`config.mk`:
```
export PLATFORM = sky130hd
export DESIGN_NAME = lpm_mode_ctrl
export DESIGN_NICKNAME = d
export VERILOG_FILES = /design/src/shared/lpm_pkg.sv /design/src/shared/lpm_gate_if.sv /design/src/rtl/lpm_gate_decode.sv /design/src/rtl/lpm_mode_ctrl.sv
export SDC_FILE = /design/constraint.sdc
export NUM_CORES = 1
export LEC_CHECK = 0
export BUFFER_PORTS_ARGS = -buffer_cell sky130_fd_sc_hd__buf_2
export CORE_MARGIN = 10
export CORE_UTILIZATION = 50
export DETAILED_ROUTE_END_ITERATION = 12
export PLACE_DENSITY = 0.72
export SKIP_LAST_GASP = 1
export SLEW_MARGIN = 25
export SYNTH_ARGS = -nofsm -noshare
export SYNTH_HDL_FRONTEND = slang
export SYNTH_SLANG_ARGS = --single-unit
```
`constraint.sdc`:
```
create_clock -name clk -period 2.15 [get_ports clk]
set_input_delay 0 -clock clk [delete_from_list [all_inputs] [get_ports clk]]
set_output_delay 0 -clock clk [all_outputs]
set_load 0.05 [all_outputs]
```
`src/shared/lpm_pkg.sv`:
```
// Package for the low power mode controller: modes, timing and rule summary
// Function
// - Five modes classified by CPU clock gate and peripheral clock gate.
// - Active mode clocks CPU and peripherals from the main oscillator.
// - Sleep instruction in active mode enters standby.
// - Standby gates only CPU clocks; oscillators, timers, serial run; state held.
// - Reset ends standby with reset; interrupt returns to active, next instruction.
// - Waking interrupt serviced only if global enable is 1, else left pending.
// - Stop instruction in active with watch select 0 enters stop; oscillator halts.
// - Stop instruction with watch select 1 enters watch mode instead.
// - Stop mode left only by reset; interrupts ignored while stopped.
// - RAM kept after stop; CPU working registers need not be valid.
// - Stop floats outputs; standby and watch hold output levels.
// - Watch runs only the time-base clock; timer A and display run.
// - External irq zero or timer A ends watch; subactive if fitted; reset too.
// - Subactive optional; runs from sub oscillator; exits by reset, stop or sleep.
// - Asynchronous reset returns to reset state from any mode.
// - Stop or sleep with enable off and a pending unmasked flag is a no-op.
// - Stop or sleep in subactive goes to watch or active per the two flags.
package lpm_pkg;
	typedef enum logic [2:0] {LPM_ACTIVE, LPM_STANDBY, LPM_STOP, LPM_WATCH, LPM_SUBACTIVE, LPM_SETTLE} lpm_mode_t;
	localparam int LPM_SETTLE_NS = 10000;
	localparam int LPM_CLK_NS = 10;
	localparam int LPM_SETTLE_CYC = (LPM_SETTLE_NS + LPM_CLK_NS - 1) / LPM_CLK_NS;
	localparam int LPM_CNT_W = 16;
	localparam logic LPM_RESET_WATCH = 1'b0;
endpackage : lpm_pkg
```
`src/shared/lpm_gate_if.sv`:
```
// Interface carrying the mode from the controller to the clock gate decoder
`timescale 1ns/1ps
interface lpm_gate_if;
	import lpm_pkg::*;
	lpm_mode_t mode;
	logic cpuRun;
	logic perRun;
	logic tbRun;
	logic mainOscOn;
	logic subOscSel;
	logic pinHold;
	logic pinFloat;
	modport ctrl (output mode, input cpuRun, perRun, tbRun, mainOscOn, subOscSel, pinHold, pinFloat);
	modport dec (input mode, output cpuRun, perRun, tbRun, mainOscOn, subOscSel, pinHold, pinFloat);
endinterface : lpm_gate_if

```
`src/rtl/lpm_gate_decode.sv`:
```
// Clock gate and pin state decoder for each operating mode
`timescale 1ns/1ps
module lpm_gate_decode
	import lpm_pkg::*;
(
	// Mode in, gates out
	lpm_gate_if.dec gi
);
	wire isAct = (gi.mode == LPM_ACTIVE);
	wire isSub = (gi.mode == LPM_SUBACTIVE);
	wire isSby = (gi.mode == LPM_STANDBY);
	wire isWatch = (gi.mode == LPM_WATCH);
	wire isSettle = (gi.mode == LPM_SETTLE);
	assign gi.cpuRun = isAct | isSub;
	assign gi.perRun = isAct | isSub | isSby;
	assign gi.tbRun = isAct | isSub | isSby | isWatch | isSettle;
	assign gi.mainOscOn = isAct | isSby | isSettle;
	assign gi.subOscSel = isSub;
	assign gi.pinHold = isSby | isWatch | isSettle;
	assign gi.pinFloat = (gi.mode == LPM_STOP);
endmodule : lpm_gate_decode

```
`src/rtl/lpm_mode_ctrl.sv`:
```
// Operating mode controller: active, standby, stop, watch and subactive
`timescale 1ns/1ps
module lpm_mode_ctrl
	import lpm_pkg::*;
#(
	parameter bit SUBACTIVE_FITTED = 1'b1,
	parameter int SETTLE_CYC = LPM_SETTLE_CYC
)
(
	// Clock and reset
	input wire logic clk,
	input wire logic srst,
	// Asynchronous reset pin, active low
	input wire logic resetPinN,
	// Instruction decoder
	input wire logic sleepInstruction,
	input wire logic stopInstruction,
	input wire logic watchSelectBit,
	input wire logic lowSpeedOnFlag,
	input wire logic directTransferFlag,
	// Interrupt logic
	input wire logic globalIrqEnable,
	input wire logic irqPending,
	input wire logic externalIrqZero,
	input wire logic timerAIrq,
	// Clock gates and oscillators
	output logic cpuClockEn,
	output logic peripheralClockEn,
	output logic timeBaseClockEn,
	output logic mainOscEn,
	output logic subOscSelect,
	// CPU and pin control
	output logic instrNop,
	output logic irqServiceEn,
	output logic cpuRegsReset,
	output logic pinHold,
	output logic pinFloat,
	output lpm_mode_t modeOut
);
	////////////////////////////////////////////////////////////////////////////////
	// Reset pin synchroniser; the pin is asynchronous to clk
	logic rstMeta_q;
	logic rstSync_q;
	always_ff @(posedge clk)
	begin
		rstMeta_q <= ~resetPinN;
		rstSync_q <= rstMeta_q;
	end
	// Pin reset wins over any mode, stop included
	wire anyReset = srst | rstSync_q;

	////////////////////////////////////////////////////////////////////////////////
	// Mode state
	lpm_mode_t mode_q;
	lpm_mode_t mode_d;
	logic [LPM_CNT_W-1:0] settle_q;
	logic [LPM_CNT_W-1:0] settle_d;
	logic stopped_q;
	lpm_gate_if gi();
	assign gi.mode = mode_q;

	lpm_gate_decode u_dec (
		.gi(gi)
	);

	// A pending unmasked request with enable off cancels the instruction
	wire lowPowerReq = (sleepInstruction | stopInstruction);
	wire cancelReq = lowPowerReq & ~globalIrqEnable & irqPending;
	wire goReq = lowPowerReq & ~cancelReq;
	wire watchWake = externalIrqZero | timerAIrq;
	// Direct transfer only honoured with low speed flag clear
	wire directGo = directTransferFlag & ~lowSpeedOnFlag;

	always_comb
	begin
		mode_d = mode_q;
		settle_d = settle_q;
		case (mode_q)
			LPM_ACTIVE:
			begin
				if (goReq & stopInstruction)
					mode_d = watchSelectBit ? LPM_WATCH : LPM_STOP;
				else if (goReq & sleepInstruction)
					mode_d = LPM_STANDBY;
			end
			LPM_STANDBY:
			begin
				if (irqPending)
					mode_d = LPM_ACTIVE;
			end
			LPM_STOP:
			begin
				// Interrupts ignored; only reset leaves
				mode_d = LPM_STOP;
			end
			LPM_WATCH:
			begin
				if (watchWake)
				begin
					if (SUBACTIVE_FITTED & lowSpeedOnFlag)
						mode_d = LPM_SUBACTIVE;
					else
					begin
						// Main oscillator restarts; wait before CPU runs
						mode_d = LPM_SETTLE;
						settle_d = LPM_CNT_W'(SETTLE_CYC);
					end
				end
			end
			LPM_SUBACTIVE:
			begin
				if (goReq)
				begin
					if (directGo)
					begin
						mode_d = LPM_SETTLE;
						settle_d = LPM_CNT_W'(SETTLE_CYC);
					end
					else
						mode_d = LPM_WATCH;
				end
			end
			LPM_SETTLE:
			begin
				if (settle_q <= LPM_CNT_W'(1))
					mode_d = LPM_ACTIVE;
				else
					settle_d = settle_q - LPM_CNT_W'(1);
			end
			default:
			begin
				mode_d = LPM_ACTIVE;
			end
		endcase
	end

	always_ff @(posedge clk)
	begin
		if (anyReset)
		begin
			mode_q <= LPM_ACTIVE;
			settle_q <= '0;
		end
		else
		begin
			mode_q <= mode_d;
			settle_q <= settle_d;
		end
	end

	////////////////////////////////////////////////////////////////////////////////
	// Stop exit marker: CPU working registers invalid, RAM untouched
	always_ff @(posedge clk)
	begin
		if (srst)
			stopped_q <= 1'b0;
		else if (mode_q == LPM_STOP)
			stopped_q <= 1'b1;
		else if (~rstSync_q)
			stopped_q <= 1'b0;
	end

	// Registered outputs
	always_ff @(posedge clk)
	begin
		if (srst)
		begin
			instrNop <= 1'b0;
			irqServiceEn <= 1'b0;
		end
		else
		begin
			instrNop <= cancelReq & (mode_q == LPM_ACTIVE || mode_q == LPM_SUBACTIVE);
			irqServiceEn <= globalIrqEnable & irqPending & gi.cpuRun;
		end
	end

	assign cpuClockEn = gi.cpuRun;
	assign peripheralClockEn = gi.perRun;
	assign timeBaseClockEn = gi.tbRun;
	assign mainOscEn = gi.mainOscOn;
	assign subOscSelect = gi.subOscSel;
	assign pinHold = gi.pinHold;
	assign pinFloat = gi.pinFloat;
	// Pin reset scrubs CPU state only after stop; srst always does
	assign cpuRegsReset = anyReset & (stopped_q | srst);
	assign modeOut = mode_q;
endmodule : lpm_mode_ctrl

```
==> results of run 1 <==
-- what timing repair did --
| item | in CTS | in global routing |
|---|---|---|
| hold buffers | 5 | 0 |
| buffers inserted | 0 | 0 |
| hold endpoints to repair | 4 | 0 |
| setup endpoints to repair | 0 | 10 |
| resized for setup | 0 | 5 |
-- cell families (layout without fill, tap and decap cells) --
logic type / Yosys count / after routing / synth area share (%)
DFF: 24 / 24 / 33.98
adders and majority gates: 2 / 2 / 1.770
and+or+nand+nor: 63 / 63 / 26.73
buffers and inverters: 13 / 45 / 4.070
AOI/OAI and AO/OA: 68 / 68 / 33.45
-- synth_stat cells (2+ instances only) --
library cell / count / area share (%)
a211oi_1: 3 / 1.6
a21o_1: 4 / 2.1
a21oi_1: 12 / 4.2
a311oi_1: 5 / 3.1
a31oi_1: 9 / 4.0
and2_1: 2 / 0.88
and3_1: 2 / 0.88
and3b_1: 2 / 1.2
clkbuf_1: 5 / 1.3
dfxtp_1: 24 / 34
ha_1: 2 / 1.8
inv_1: 5 / 1.3
nand2_1: 4 / 1.1
nand3_1: 4 / 1.4
nand3b_1: 3 / 1.6
nand4_1: 3 / 1.3
nor2_1: 20 / 5.3
nor3_1: 8 / 2.8
nor4_1: 2 / 0.88
nor4_4: 2 / 3.0
o211ai_1: 2 / 1.1
o21a_1: 2 / 1.1
o21ai_0: 13 / 4.6
o31ai_1: 3 / 1.6
or2_2: 2 / 0.88
or3_4: 2 / 1.6
-- worst reg2reg max path: stages (launching register included) --
cell      delay, ns
dfxtp_1        0.36
inv_1          0.11
ha_2           0.25
or4b_1         0.54
nor2_2         0.20
and2_1         0.18
a21oi_1        0.06
a311oi_1       0.26
-- power by group through the flow --
stage          Combinational [W]  Sequential [W]  Clock [W]
2_1_floorplan          0.0000796        0.000480          0
3_3_place_gp            0.000123        0.000471          0
3_5_place_dp            0.000124        0.000472          0
4_1_cts                 0.000131        0.000462   0.000246
5_1_grt                 0.000144        0.000463   0.000261
6_report                0.000132        0.000462   0.000246
-- registers in the layout (all words and copies together) (netlist names) --
name          count
rstMeta_q         1
rstSync_q         1
instrNop          1
modeOut           3
irqServiceEn      1
stopped_q         1
settle_q         16
-- path summary, 6_finish.rpt --
kind	depth (start not counted)	startpoint	slack (ns)	endpoint
worst max register to register	7	settle_q[0]$_SDFFE_PP0P_	0.10	settle_q[12]$_SDFFE_PP0P_
worst min register to register	0	rstMeta_q$_DFF_P_	0.34	rstSync_q$_DFF_P_
worst min-delay path	3	stopInstruction	0.01	instrNop$_SDFF_PP0_
worst max-delay path	7	settle_q[0]$_SDFFE_PP0P_	0.10	settle_q[12]$_SDFFE_PP0P_
-- metrics by stage --
stage / area [um^2] / total power, W / hold WS (ns) / utilization [%]
detailed placement: 1603 / 0.0005963 / 0.1524 / 58.63
finish: 1713 / 0.0008401 / 0.01123 / 62.65
floorplan: 1430 / 0.0005595 / 0.05652 / -
global route: 1713 / 0.0008683 / 0.01684 / 62.65
CTS: 1689 / 0.0008397 / 0.002888 / 61.78
global placement: 1603 / 0.0005942 / 0.1525 / 58.63
-- layout make-up --
cell class,instances,area share [%]
inverters,5,1.096
repair buffers,36,13.00
flip-flops and latches,24,28.20
clock buffers,4,2.118
well taps,31,2.264
multi-input cells,133,53.32
-- layer usage --
layer | vias to the layer above | track usage [%] | part of all wire [%]
met1 | 702 | 17.55 | 43
met2 | 63 | 24.74 | 47
met3 | 6 | 6.531 | 9.0
met5 | - | 0 | 0
met4 | 0 | 4.430 | 1.5
li1 | 727 | - | -
==> results.json, run 1 <==
{
  "status": "finished, final reports clean",
  "clock_path_buffers": 2,
  "cts.sink_count": 24,
  "htree_levels": 1,
  "yosysUniqueCellTypes": 51,
  "dp.cells": 224,
  "crit_chain": "inv_1 > ha_2 > or4b_1 > nor2_2 > and2_1 > a21oi_1 > a311oi_1",
  "layout-area-overhead-vs-synth_pct": 21.15,
  "crit_fanout": 7,
  "gr-total-overflow": 0,
  "clock_skew_ns": 0.008552,
  "setup_slack_ns": 0.1040,
  "endpoint_kind": "register",
  "syn-num-nets": 184,
  "grt_max_degree": 15,
  "p_sw_w": 0.0002399,
  "synth.avg_cell_area_um2": 8.317,
  "vias": 1498,
  "syn-cell-area_um2": 1414,
  "cp-start-kind": "register",
  "seqPwrFrac_pct": 55.0,
  "critical_path_class": "register to register",
  "period_needed_ns": 2.046,
  "multi_input_area_um2": 913.4,
  "setup_viol": 0,
  "layout-drive-gt1-share_pct": 27.23,
  "leakagePower_nw": 0.6712,
  "n_antenna_cell": 0,
  "vdd_ir_drop_max_uv": 467.4,
  "hpwl_um": 2869,
  "min_period_over_period_pct": 95.16,
  "tns_ns": 0,
  "io_buffer_count": 24,
  "netlist_instances": 170,
  "layout_commonest_cell": "buf_2",
  "rsz0062_at_grt": "yes",
  "cp_data_arrival_time_ns": 2.29,
  "antenna_found_initial": 0,
  "clkLatencyLatePin_ns": 0.32,
  "dieArea_um2": 5355,
  "gr-usage-all-layers_pct": 15.20,
  "layout_common_cells": "buf_2, dfxtp_1, nor2_1",
  "ant_nets": 0,
  "top_level_ports": 25,
  "drc": 0,
  "post-place-ws_ns": 0.02415,
  "coreArea_um2": 2734,
  "die_y_um": 73.18,
  "grt_pass1_wl_um": 6699,
  "cpPeakStageDelay_ns": 0.54,
  "drtIter0Drc": 152,
  "crit_slowest_cell": "or4b_1",
  "firstDrtPassIters": 4,
  "wire_per_inst_um": 16.92,
  "row_count": 19,
  "powerDensity_nw_per_um2": 490.4,
  "drt_wl_total_um": 3943,
  "final_cells": 233,
  "clockRootBuffer": "clkbuf_4",
  "tightest_slew_ns": 0.5997,
  "ys_ff_latch": 24,
  "clk_pin_slew_ns": 0.14,
  "maxCapViolations": 0,
  "start_util_pct": 51.72,
  "num-nets-final": 217,
  "async_flop_share_pct": 0,
  "cp_data_required_time_ns": 2.39,
  "n_fill_cell": 250,
  "place.gp.congestion": 0.9459,
  "max_slew_margin_pct": 59.87,
  "numCtsBuffers": 3,
  "synth_top_flop_cell": "dfxtp_1",
  "ys_seq_area_share_pct": 33.98,
  "critPathTopFamily": "simple AND/OR/NAND/NOR gates",
  "p_clk_share_pct": 29.3,
  "slew_violations": 0,
  "fmax_mhz": 488.8,
  "hold_violations": 0,
  "hp-class": "input pin to register",
  "die_w_um": 73.18,
  "pwr-share-comb_pct": 15.7,
  "synth_edf_count": 0,
  "cts_tree": "done",
  "yosys_warnings": 0,
  "switching_share_pct": 28.56,
  "intPower_w": 0.0006001,
  "seq_area_um2": 483.0,
  "grt_pass1_vias": 1500,
  "crit_buf_inv": 1,
  "viasPerCell": 6.429
}
Note: power is estimated with default switching activity, not from simulation.
==> run 2: changes to the inputs <==
==> constraint.sdc (replaced) <==
create_clock -name clk -period 2.15 [get_ports clk]
set_input_delay 0.43 -clock clk [delete_from_list [all_inputs] [get_ports clk]]
set_output_delay 0.43 -clock clk [all_outputs]
set_load 0.05 [all_outputs]
==> run 2 against run 1 <==
  * Total power decreased by 6.4%
  * First-iteration DRC count is 31% higher
  * Sequential share of layout area is 0.89 points higher
  * Wire length shrank 1.4%
  * Critical path type unchanged
==> results.json, run 2 (synthesized netlist as in run 1, its figures left out) <==
{
  "crit_fanout": 7,
  "whs_path_depth": 2,
  "hold_path_end": "rstMeta_q$_DFF_P_",
  "gr-total-overflow": 0,
  "start_util_pct": 51.72,
  "htree_levels": 1,
  "antenna_found_initial": 0,
  "postPlaceCellArea_um2": 1614,
  "io_buffer_count": 24,
  "fin_util_pct": 60.73,
  "critical_path_class": "register to register",
  "firstDrtPassIters": 4,
  "leakagePower_nw": 0.6470,
  "ant_nets": 0,
  "hold_ws_ns": 0.2429,
  "clock_path_buffers": 2,
  "layout_common_cells": "buf_2, dfxtp_1, nor2_1",
  "largest_reg_flops": 16,
  "largest_register": "settle_q",
  "coreArea_um2": 2734,
  "layout-drive-gt1-share_pct": 28.43,
  "reg2reg_depth": 7,
  "layout-area-overhead-vs-synth_pct": 17.43,
  "n_antenna_cell": 0,
  "viasPerCell": 6.513,
  "status": "finished, final reports clean",
  "max_slew_margin_pct": 71.95,
  "cp_data_arrival_time_ns": 2.23,
  "numCtsBuffers": 3,
  "cts_tree": "done",
  "drc": 0,
  "r2r_start": "settle_q[0]$_SDFFE_PP0P_",
  "vias": 1485,
  "grt_max_degree": 15,
  "grt_pass1_vias": 1377,
  "grt_pass1_wl_um": 6244,
  "r2r_setup_slack_ns": 0.16,
  "wire_per_inst_um": 17.05,
  "cp_data_required_time_ns": 2.39,
  "slew_violations": 0,
  "maxCapViolations": 0,
  "drtIter0Drc": 199,
  "tightest_slew_ns": 0.4175,
  "critPathLaunch": "settle_q[0]$_SDFFE_PP0P_",
  "place.gp.congestion": 0.9521,
  "powerDensity_nw_per_um2": 473.4,
  "hold_path_startpoint": "resetPinN",
  "die_w_um": 73.18,
  "num-nets-final": 213,
  "layout_commonest_cell": "buf_2",
  "tns_ns": 0,
  "row_count": 19,
  "final_area_um2": 1660,
  "drt_wl_total_um": 3888,
  "clock_skew_ns": 0.003644,
  "cts.sink_count": 24,
  "clockRootBuffer": "clkbuf_4",
  "holdBufCountCts": 0,
  "fmax_mhz": 502.8,
  "clkLatencyLatePin_ns": 0.32,
  "rsz0062_at_grt": "no",
  "gr-usage-all-layers_pct": 13.99,
  "endpoint_kind": "register",
  "vdd_ir_drop_max_uv": 413.6,
  "die_y_um": 73.18,
  "hpwl_um": 2869,
  "cp-start-kind": "register",
  "setup_viol": 0,
  "period_needed_ns": 1.989,
  "clk_pin_slew_ns": 0.12,
  "dieArea_um2": 5355,
  "top_level_ports": 25,
  "hp-class": "input pin to register",
  "r2r-end": "settle_q[14]$_SDFFE_PP0P_",
  "min_period_over_period_pct": 92.51,
  "hold_violations": 0
}
==> run 2: changes by cell type in the layout (fill, tap and decap cells not counted), sizes merged <==
cell | before | now
clkbuf | 4 | 3
dlygate4sd3 | 5 | 0
buf | 31 | 32
==> run 2: worst max path at each step <==
stage,slack (ns),depth (start not counted),end
4_1_cts,0.07,7,settle_q[14]$_SDFFE_PP0P_
3_5_place_dp,0.1,7,settle_q[12]$_SDFFE_PP0P_
6_report,0.16,7,settle_q[14]$_SDFFE_PP0P_
3_3_place_gp,0.16,7,settle_q[14]$_SDFFE_PP0P_
2_1_floorplan,0.001,3,pinHold
5_1_grt,0.03,7,settle_q[15]$_SDFFE_PP0P_
==> run 2: through the flow <==
step | worst slack [ns] | cells | power [W]
floorplan | 0.001075 | 170 | 0.0005602
global placement | 0.1642 | 225 | 0.0005963
detailed placement | 0.09532 | 225 | 0.0005983
CTS | 0.06913 | 228 | 0.0007932
global route | 0.03107 | 228 | 0.0008245
finish | 0.1611 | 228 | 0.0007861
==> run 2: where the power goes <==
group	total (W)	internal, W	switching, W
logic	0.000128	0.0000400	0.0000881
registers	0.000462	0.000452	0.00000976
clock network	0.000196	0.0000657	0.000131
==> run 2: critical path, cell delays in order, from the launching register on <==
cell	delay, ns
dfxtp_1	0.35
inv_1	0.10
ha_2	0.24
or4b_1	0.52
nor2_2	0.21
and2_1	0.18
a31oi_1	0.09
a211oi_1	0.22
==> run 2: repair_timing <==
item                       CTS  global route
gates resized for setup      0             5
setup endpoints to repair    0            13
setup buffers                0             0
==> run 2: per-layer routing <==
| layer | track usage [%] | vias up | wire length [um] |
|---|---|---|---|
| met1 | 17.06 | 677 | 1742 |
| met3 | 5.714 | 9 | 336 |
| li1 | - | 721 | - |
| met2 | 21.87 | 78 | 1749 |
| met4 | 4.008 | 0 | 59 |
| met5 | 0 | - | 0 |
==> run 2: final cells by class <==
type,instances,area (um^2)
fill,244,1074
multi-input combinational,133,917.1
sequential,24,483.0
timing repair buffer,32,180.2
tap,31,38.79
clock buffer,3,22.52
inverter,5,18.77
